`config.mk`:
```
export PLATFORM = sky130hd
export DESIGN_NAME = fscr_regs
export DESIGN_NICKNAME = d
export VERILOG_FILES = /design/src/fscr_pkg.sv /design/src/fscr_regs.sv
export SDC_FILE = /design/constraint.sdc
export NUM_CORES = 1
export LEC_CHECK = 0
export BUFFER_PORTS_ARGS = -buffer_cell sky130_fd_sc_hd__buf_2
export CORE_ASPECT_RATIO = 1.5
export CORE_MARGIN = 10
export CORE_UTILIZATION = 35
export DETAILED_ROUTE_END_ITERATION = 10
export PLACE_DENSITY_LB_ADDON = 0.05
export SYNTH_ARGS = -nofsm -noshare
export SYNTH_HDL_FRONTEND = slang
export SYNTH_SLANG_ARGS = --single-unit
```
`constraint.sdc`:
```
create_clock -name clk -period 2.23 [get_ports clk]
set_input_delay 0.3345 -clock clk [delete_from_list [all_inputs] [get_ports clk]]
set_output_delay 0.3345 -clock clk [all_outputs]
set_load 0.02 [all_outputs]
```
`src/fscr_pkg.sv`:
```
// Constants, command kinds and states for the flash status/config registers.
// Operation
// Busy at status bits 0 and 7.
// Write-enable latch at bit 1, cleared on events.
// Latch clear rejects program, erase, protection, lock-down.
// Erase suspend flag at bit 2 until resume.
// Program suspend flag at bit 3 until resume.
// Lock-down flag at bit 4, power cycle clears.
// Security locked flag at bit 5, permanent.
// Status bit 6 reads zero.
// Status read-only and readable while busy.
// Config bit 1 selects protect pins or quad lines.
// Quad commands invalid unless pin function set.
// Pin function ignored in four-bit command mode.
// Config bit 3 clears forever after permanent lock.
// Config bit 7 protect-pin enable, non-volatile.
// Hardware protect needs pin low and enable set.
// Enable write is self-timed, busy meanwhile.
// Hardware protect blocks protection and config writes.
// Pin function overrides the protect-pin enable.
// Reserved config bits read zero, writes ignored.
package fscr_pkg;

   // Clock and self-timed enable-write duration.
   localparam int CLK_PERIOD_NS = 100;
   localparam int PROTECT_ENABLE_WRITE_TIME_NS = 10000;
   localparam int PPE_WRITE_CYCLES =
      (PROTECT_ENABLE_WRITE_TIME_NS + CLK_PERIOD_NS - 1) / CLK_PERIOD_NS;

   // Status register field positions.
   localparam int ST_BUSY = 0;
   localparam int ST_WEL = 1;
   localparam int ST_ERASE_SUSP = 2;
   localparam int ST_PROG_SUSP = 3;
   localparam int ST_LOCKDOWN = 4;
   localparam int ST_SEC_LOCKED = 5;
   localparam int ST_RESERVED = 6;
   localparam int ST_BUSY_MIRROR = 7;

   // Configuration register field positions and reset values.
   localparam int CFG_PIN_FUNCTION = 1;
   localparam int CFG_NO_PERM_LOCK = 3;
   localparam int CFG_PROTECT_PIN_EN = 7;
   localparam logic CFG_PIN_FUNCTION_RESET = 1'b0;
   localparam logic [7:0] REG_ZERO = 8'h00;

   // The write-status command carries the config byte in its upper byte.
   localparam int WRSR_CFG_LSB = 8;

   // Decoded command kinds from the instruction decoder.
   typedef enum logic [4:0] {
      CMD_NOP = 5'h00,
      CMD_WRITE_ENABLE = 5'h01,
      CMD_WRITE_DISABLE = 5'h02,
      CMD_WRITE_STATUS = 5'h03,
      CMD_PAGE_PROGRAM = 5'h04,
      CMD_QUAD_PAGE_PROGRAM = 5'h05,
      CMD_ERASE = 5'h06,
      CMD_WRITE_BLOCK_PROTECT = 5'h07,
      CMD_LOCKDOWN_BLOCK_PROTECT = 5'h08,
      CMD_WRITE_PERMANENT_LOCK = 5'h09,
      CMD_PROGRAM_SECURITY = 5'h0A,
      CMD_LOCKOUT_SECURITY = 5'h0B,
      CMD_SUSPEND = 5'h0C,
      CMD_RESUME = 5'h0D,
      CMD_RESET = 5'h0E,
      CMD_QUAD_OUTPUT_READ = 5'h0F,
      CMD_QUAD_IO_READ = 5'h10,
      CMD_WRAPPED_BURST_READ = 5'h11,
      CMD_OTHER_READ = 5'h12
   } fscr_cmd_t;

   // Internal operation states, one-hot.
   typedef enum logic [3:0] {
      OP_IDLE = 4'h1,
      OP_PROGRAM = 4'h2,
      OP_ERASE = 4'h4,
      OP_PPE_WRITE = 4'h8
   } fscr_op_t;

endpackage : fscr_pkg

```
`src/fscr_regs.sv`:
```
// Status and configuration register logic of the serial flash.
`timescale 1ns/10ps
`default_nettype none
module fscr_regs #(
   parameter int PPE_CYCLES = fscr_pkg::PPE_WRITE_CYCLES
) (
   // Clock and synchronous reset (power-up).
   input wire logic clk,
   input wire logic resetn,
   // Decoded command from the instruction decoder.
   input wire logic cmdValid,
   input wire fscr_pkg::fscr_cmd_t cmdKind,
   input wire logic [15:0] cmdData,
   input wire logic quadMode,
   // Array engine handshake.
   input wire logic engineDone,
   output logic engineStart,
   output logic engineSuspend,
   output logic engineResume,
   // Pins and non-volatile store.
   input wire logic writeProtectN,
   input wire logic nvProtectPinEnable,
   input wire logic nvPermLocked,
   input wire logic nvSecLocked,
   output logic nvPpeWrite,
   output logic nvPpeValue,
   // Side effects toward protection logic.
   output logic bprWrite,
   output logic permLockWrite,
   output logic protectPinsActive,
   output logic quadLinesActive,
   output logic hwWriteProtect,
   // Register contents and command outcome.
   output logic [7:0] flash_status,
   output logic [7:0] flash_configuration,
   output logic cmdAccepted,
   output logic cmdRejected
);

   localparam int CW = $clog2(PPE_CYCLES + 1);
   localparam logic [CW-1:0] PPE_LOAD = CW'(PPE_CYCLES - 1);
   localparam logic [CW-1:0] CNT_ZERO = '0;

   fscr_pkg::fscr_op_t opState_q, opState_d;
   logic write_enable_latch_q, write_enable_latch_d;
   logic erase_suspended_flag_q, erase_suspended_flag_d;
   logic program_suspended_flag_q, program_suspended_flag_d;
   logic protection_lockdown_flag_q;
   logic secLocked_q;
   logic permLocked_q;
   logic pin_function_select_q;
   logic protect_pin_enable_q;
   logic ppePending_q;
   logic [CW-1:0] ppeCnt_q;
   logic accepted_q, rejected_q;
   logic start_q, suspend_q, resume_q, bpr_q, perm_q, nvw_q;

   // Command class decode.
   wire isWren = cmdKind == fscr_pkg::CMD_WRITE_ENABLE;
   wire isWrdi = cmdKind == fscr_pkg::CMD_WRITE_DISABLE;
   wire isWrsr = cmdKind == fscr_pkg::CMD_WRITE_STATUS;
   wire isProg = cmdKind == fscr_pkg::CMD_PAGE_PROGRAM;
   wire isQpp = cmdKind == fscr_pkg::CMD_QUAD_PAGE_PROGRAM;
   wire isErase = cmdKind == fscr_pkg::CMD_ERASE;
   wire isWbpr = cmdKind == fscr_pkg::CMD_WRITE_BLOCK_PROTECT;
   wire isLbpr = cmdKind == fscr_pkg::CMD_LOCKDOWN_BLOCK_PROTECT;
   wire isPerm = cmdKind == fscr_pkg::CMD_WRITE_PERMANENT_LOCK;
   wire isPsid = cmdKind == fscr_pkg::CMD_PROGRAM_SECURITY;
   wire isLsid = cmdKind == fscr_pkg::CMD_LOCKOUT_SECURITY;
   wire isSusp = cmdKind == fscr_pkg::CMD_SUSPEND;
   wire isRes = cmdKind == fscr_pkg::CMD_RESUME;
   wire isRst = cmdKind == fscr_pkg::CMD_RESET;
   wire isQuad = isQpp || cmdKind == fscr_pkg::CMD_QUAD_OUTPUT_READ ||
      cmdKind == fscr_pkg::CMD_QUAD_IO_READ ||
      cmdKind == fscr_pkg::CMD_WRAPPED_BURST_READ;
   wire isProgKind = isProg || isQpp || isPsid || isLsid;
   wire isEngine = isProgKind || isErase;
   wire needsWel = isEngine || isWbpr || isLbpr || isPerm || isWrsr;

   // Operation state views.
   wire busy = opState_q != fscr_pkg::OP_IDLE;
   wire inProg = opState_q == fscr_pkg::OP_PROGRAM;
   wire inErase = opState_q == fscr_pkg::OP_ERASE;
   wire opDone = engineDone && (inProg || inErase);
   wire ppeDone = opState_q == fscr_pkg::OP_PPE_WRITE &&
      ppeCnt_q == CNT_ZERO;

   // Pin function applies only outside four-bit command mode.
   wire pinFuncEff = pin_function_select_q && !quadMode;
   wire hwProtect = !writeProtectN && protect_pin_enable_q &&
      !pin_function_select_q && !quadMode;

   // Write-status config byte and whether it changes the enable.
   wire [7:0] newCfg = cmdData[fscr_pkg::WRSR_CFG_LSB +: 8];
   wire ppeChange = newCfg[fscr_pkg::CFG_PROTECT_PIN_EN] !=
      protect_pin_enable_q;

   // Rejection reasons.
   wire noWel = needsWel && !write_enable_latch_q;
   wire busyBlock = needsWel && busy;
   wire protBlock = hwProtect && (isWbpr || isWrsr);
   wire lockBlock = protection_lockdown_flag_q && (isWbpr || isPerm);
   wire quadBlock = isQuad && !pin_function_select_q && !quadMode;
   wire secBlock = secLocked_q && (isPsid || isLsid);
   wire suspBlock = (isProgKind && program_suspended_flag_q) ||
      (isErase && (erase_suspended_flag_q || program_suspended_flag_q));
   wire suspNoOp = isSusp && !(inProg || inErase);
   wire resNoOp = isRes && (busy ||
      !(erase_suspended_flag_q || program_suspended_flag_q));
   wire reject = noWel || busyBlock || protBlock || lockBlock ||
      quadBlock || secBlock || suspBlock || suspNoOp || resNoOp;
   wire accept = cmdValid && !reject;

   // Accepted command events.
   wire goProg = accept && isProgKind;
   wire goErase = accept && isErase;
   wire goWrsr = accept && isWrsr;
   wire goPpe = goWrsr && ppeChange;
   wire goSusp = accept && isSusp;
   wire goResProg = accept && isRes && program_suspended_flag_q;
   wire goResErase = accept && isRes && !program_suspended_flag_q;

   // Operation sequencer.
   always_comb begin
      opState_d = opState_q;
      case (opState_q)
         fscr_pkg::OP_IDLE: begin
            if (goProg || goResProg) begin
               opState_d = fscr_pkg::OP_PROGRAM;
            end else if (goErase || goResErase) begin
               opState_d = fscr_pkg::OP_ERASE;
            end else if (goPpe) begin
               opState_d = fscr_pkg::OP_PPE_WRITE;
            end
         end
         fscr_pkg::OP_PROGRAM, fscr_pkg::OP_ERASE: begin
            if (engineDone || goSusp) begin
               opState_d = fscr_pkg::OP_IDLE;
            end
         end
         fscr_pkg::OP_PPE_WRITE: begin
            if (ppeDone) begin
               opState_d = fscr_pkg::OP_IDLE;
            end
         end
         default: begin
            opState_d = fscr_pkg::OP_IDLE;
         end
      endcase
   end

   // Latch: a set in the same cycle as a clear wins.
   wire welClr = opDone || (accept && (isWrdi || isRst || isWrsr ||
      isWbpr || isLbpr || isSusp));
   assign write_enable_latch_d = (accept && isWren) ||
      (write_enable_latch_q && !welClr);

   // Suspend flags follow suspend and resume of their operation.
   assign erase_suspended_flag_d = (goSusp && inErase) ||
      (erase_suspended_flag_q && !goResErase);
   assign program_suspended_flag_d = (goSusp && inProg) ||
      (program_suspended_flag_q && !goResProg);

   // Sequencer, latches and suspend flags.
   always_ff @(posedge clk) begin
      if (!resetn) begin
         opState_q <= fscr_pkg::OP_IDLE;
         write_enable_latch_q <= 1'b0;
         erase_suspended_flag_q <= 1'b0;
         program_suspended_flag_q <= 1'b0;
      end else begin
         opState_q <= opState_d;
         write_enable_latch_q <= write_enable_latch_d;
         erase_suspended_flag_q <= erase_suspended_flag_d;
         program_suspended_flag_q <= program_suspended_flag_d;
      end
   end

   // Sticky lock flags; power-up restores the non-volatile ones.
   always_ff @(posedge clk) begin
      if (!resetn) begin
         protection_lockdown_flag_q <= 1'b0;
         secLocked_q <= nvSecLocked;
         permLocked_q <= nvPermLocked;
      end else begin
         if (accept && isLbpr) begin
            protection_lockdown_flag_q <= 1'b1;
         end
         if (accept && isLsid) begin
            secLocked_q <= 1'b1;
         end
         if (accept && isPerm && cmdData != 16'h0000) begin
            permLocked_q <= 1'b1;
         end
      end
   end

   // Config bits; only bits 1 and 7 are writable, the rest ignored.
   always_ff @(posedge clk) begin
      if (!resetn) begin
         pin_function_select_q <= fscr_pkg::CFG_PIN_FUNCTION_RESET;
         protect_pin_enable_q <= nvProtectPinEnable;
         ppePending_q <= 1'b0;
      end else begin
         if (goWrsr) begin
            pin_function_select_q <=
               newCfg[fscr_pkg::CFG_PIN_FUNCTION];
         end
         if (goPpe) begin
            ppePending_q <= newCfg[fscr_pkg::CFG_PROTECT_PIN_EN];
         end
         if (ppeDone) begin
            protect_pin_enable_q <= ppePending_q;
         end
      end
   end

   // Self-timed enable-write counter.
   always_ff @(posedge clk) begin
      if (!resetn) begin
         ppeCnt_q <= CNT_ZERO;
      end else if (goPpe) begin
         ppeCnt_q <= PPE_LOAD;
      end else if (ppeCnt_q != CNT_ZERO) begin
         ppeCnt_q <= ppeCnt_q - 1'b1;
      end
   end

   // Registered command outcome and side-effect pulses.
   always_ff @(posedge clk) begin
      if (!resetn) begin
         accepted_q <= 1'b0;
         rejected_q <= 1'b0;
         start_q <= 1'b0;
         suspend_q <= 1'b0;
         resume_q <= 1'b0;
         bpr_q <= 1'b0;
         perm_q <= 1'b0;
         nvw_q <= 1'b0;
      end else begin
         accepted_q <= accept;
         rejected_q <= cmdValid && reject;
         start_q <= goProg || goErase;
         suspend_q <= goSusp;
         resume_q <= goResProg || goResErase;
         bpr_q <= accept && isWbpr;
         perm_q <= accept && isPerm;
         nvw_q <= goPpe;
      end
   end

   // Register images; status has no write path at all.
   assign flash_status = {busy, 1'b0, secLocked_q,
      protection_lockdown_flag_q, program_suspended_flag_q,
      erase_suspended_flag_q, write_enable_latch_q,
      busy};
   assign flash_configuration = {protect_pin_enable_q, 3'b000,
      !permLocked_q, 1'b0, pin_function_select_q, 1'b0};

   // Outputs.
   assign engineStart = start_q;
   assign engineSuspend = suspend_q;
   assign engineResume = resume_q;
   assign nvPpeWrite = nvw_q;
   assign nvPpeValue = protect_pin_enable_q;
   assign bprWrite = bpr_q;
   assign permLockWrite = perm_q;
   assign protectPinsActive = !pinFuncEff && !quadMode;
   assign quadLinesActive = pinFuncEff || quadMode;
   assign hwWriteProtect = hwProtect;
   assign cmdAccepted = accepted_q;
   assign cmdRejected = rejected_q;
endmodule : fscr_regs
`default_nettype wire

```
==> impl_metrics.env <==
export IMPL_status="complete, but fails checks"
export IMPL_violations="negative setup slack"
export IMPL_grt_total_usage_pct=12.65
export IMPL_placed_area_sq_um=2320
export IMPL_routed_via_density=4.903
export IMPL_grt_pass1_wl_um=8749
export IMPL_worstPathRequired_ns=2.46
export IMPL_vdd_drop_max_mv=0.6416
export IMPL_synthCells=205
export IMPL_cts_buffers=3
export IMPL_hpwl_um=4519
export IMPL_path_clk_slew_ns=0.10
export IMPL_finalInstanceArea_sq_um=2492
export IMPL_holdPathStages=3
export IMPL_fp_dieH_um=105.9
export IMPL_rrSetupSlack_ns=-0.01
export IMPL_reg_top3="ppeCnt_q x7, opState_q x4"
export IMPL_drc=0
export IMPL_synthArstFlopShare_pct=0
export IMPL_synth_cell_types=53
export IMPL_grt_overflow=0
export IMPL_io_pins=58
export IMPL_r2r_start="opState_q[3]"
export IMPL_drtPass1Iterations=4
export IMPL_hold_slack_ns=0.3057
export IMPL_period_share_pct=100.5
export IMPL_slew_viol_final=0
export IMPL_grt_max_degree=17
export IMPL_dp_cells=354
export IMPL_finalHoldViolations=0
export IMPL_regMostFlops="ppeCnt_q"
export IMPL_gp_congestion=0.9016
export IMPL_ys_ff_latch=28
export IMPL_start_util_pct=35.82
export IMPL_ys_warn_count=0
export IMPL_path_max_fanout=4
export IMPL_die_w_um=77.29
export IMPL_drv_cap=0
export IMPL_drt_iter0_markers=86
export IMPL_busiest_layer="met2"
export IMPL_finalSetupTns_ns=-0.01417
export IMPL_synth_edf_count=3
export IMPL_holdPathEnd="pin_function_select_q"
export IMPL_largest_reg_flops=7
export IMPL_min_period_ns=2.241
export IMPL_ys_seq_area_share_pct=34.28
export IMPL_syn_to_final_growth_pct=44.66
export IMPL_min_from="cmdData[9]"
export IMPL_use_met3_pct=2.530
export IMPL_cts_sinks=28
export IMPL_cts_buffer_depth=2
export IMPL_syn_area_sq_um=1723
export IMPL_r2r_end="write_enable_latch_q"
export IMPL_crit_type="register to register"
export IMPL_syn_mean_instance_area_sq_um=8.404
export IMPL_fin_nets=326
export IMPL_drive_gt1_share_pct=47.28
export IMPL_p_leak_nw=1.140
export IMPL_synth_main_ff_cell="dfxtp_1"
export IMPL_fin_cells=360
export IMPL_cts_root_buf="clkbuf_8"
export IMPL_clkLatencyLatePin_ns=0.28
export IMPL_port_buffers=51
export IMPL_grt_pass1_vias=1897
export IMPL_fin_ws_ns=-0.01109
export IMPL_met2_usage_pct=24.94
export IMPL_powerDensity_nw_per_um2=692.9
export IMPL_totalPowerFinal_w=0.001727
export IMPL_met1_usage_pct=12.93
export IMPL_vias=1765
export IMPL_wl_per_cell_um=15.11
export IMPL_die_area_sq_um=8187
export IMPL_num_antenna_cells=0
export IMPL_htreeDepth=1
export IMPL_arrival_ns=2.47
export IMPL_startpoint_type="register"
export IMPL_drtAntennaViolNets=0
export IMPL_core_area_sq_um=4810
export IMPL_finalSetupViolCount=2
export IMPL_clock_skew_final_ns=0.003641
export IMPL_fmax_ghz=0.4462
export IMPL_hold_path_class="input pin to register"
export IMPL_cts_tree="done"
export IMPL_crit_path_end_kind="register"
export IMPL_r2r_cells=9
export IMPL_antenna_found_initial=0
export IMPL_totalWireLength_um=5440
export IMPL_rows=31
export IMPL_rsz0062_at_grt="true"
[worst max path at each step]
stage	slack [ns]	start	end
5_1_grt	-0.07	opState_q[1]	opState_q[2]
6_report	-0.01	opState_q[3]	write_enable_latch_q
4_1_cts	0.003	opState_q[1]	opState_q[2]
3_3_place_gp	-0.09	cmdKind[4]	opState_q[0]
2_1_floorplan	0.01	quadMode	opState_q[0]
3_5_place_dp	-0.08	cmdKind[4]	opState_q[0]
[report_power, final]
| group | switching [W] | internal (W) | leakage (nW) | total, W |
|---|---|---|---|---|
| Combinational | 0.000367 | 0.000364 | 0.871 | 0.000731 |
| Sequential | 0.0000513 | 0.000575 | 0.235 | 0.000626 |
| Clock | 0.000174 | 0.000196 | 0.0339 | 0.000370 |
[critical path, cell delays in order (launching register included)]
cell and delay [ns]:
dfxtp_2 0.35, buf_6 0.13, nor2_4 0.07, nand3_2 0.07, o311a_1 0.37, nor4_4 0.29, buf_4 0.17, nand3_4 0.09
or4_4 0.52, a21oi_2 0.11
[synth_stat cells (all sizes together) (3+ instances only)]
library cell	n	area share, %
xnor2	4	2.0
nand2	14	3.1
nand3	5	2.2
or4	4	1.7
and3	3	1.1
clkbuf	8	1.7
o21ai	6	1.7
nor2b	5	1.8
or2	3	1.1
edfxtp	3	5.2
nand2b	7	2.5
a211oi	3	1.6
mux2i	5	2.9
nor3	5	1.5
o211a	3	2.2
a21oi	14	4.1
buf	16	6.8
inv	8	1.7
dfxtp	25	29
nor4	8	3.8
nor2	22	4.8
nor3b	4	1.7
[cells in the final DEF, fill, tap and decap left out, drive strengths merged, types with 5 or more instances in the layout]
master,synthesis,routed
nor4,8,8
nor2b,5,5
nor2,22,22
nor3,5,5
dfxtp,25,25
nand2b,7,7
conb,1,6
buf,16,104
a21oi,14,14
inv,8,8
o21ai,6,6
nand2,14,14
nand3,5,5
mux2i,5,5
[layout make-up]
type                    instances  area, sq um
fillers                       528         2317
flip-flops and latches         28        596.8
clock buffers                   4        66.31
well taps                      66        82.58
repair buffers                104        669.4
multi-input cells             150         1047
inverters                       8        30.03
[per-layer routing]
metal / vias to the layer above / routed length (um)
met1: 827 / 2137
met3: 6 / 189
met5: - / 0
met2: 35 / 3051
li1: 897 / -
met4: 0 / 61
[kinds of logic (layout without fill, tap and decap cells)]
logic type / count (synthesis) / in the layout / synth area share, %
AND/OR/NAND/NOR: 90 / 90 / 30.65
XOR/XNOR: 5 / 5 / 2.542
adder cells (fa/ha/maj): 1 / 1 / 0.7261
AO/OA/AOI/OAI: 42 / 42 / 17.72
buffers and inverters: 32 / 116 / 10.31
other: 1 / 6 / 0.2177
flip-flops: 28 / 28 / 34.28
multiplexers: 6 / 6 / 3.559
[what timing repair did]
item / 4_1_cts / 5_1_grt
pin swaps: 0 / 11
setup buffers: 0 / 3
gates resized for setup: 4 / 18
hold endpoints to repair: 0 / 0
hold buffers: 0 / 0
endpoints found under the setup margin: 8 / 10
[stage by stage]
| step | util, % | worst slack, ns |
|---|---|---|
| final | 51.82 | -0.01109 |
| after global routing | 51.82 | -0.07254 |
| after CTS | 49.71 | 0.003326 |
| after detailed placement | 48.23 | -0.08224 |
| after floorplan | - | 0.01377 |
| after global placement | 48.23 | -0.09361 |
(Power assumes the default switching activity.)
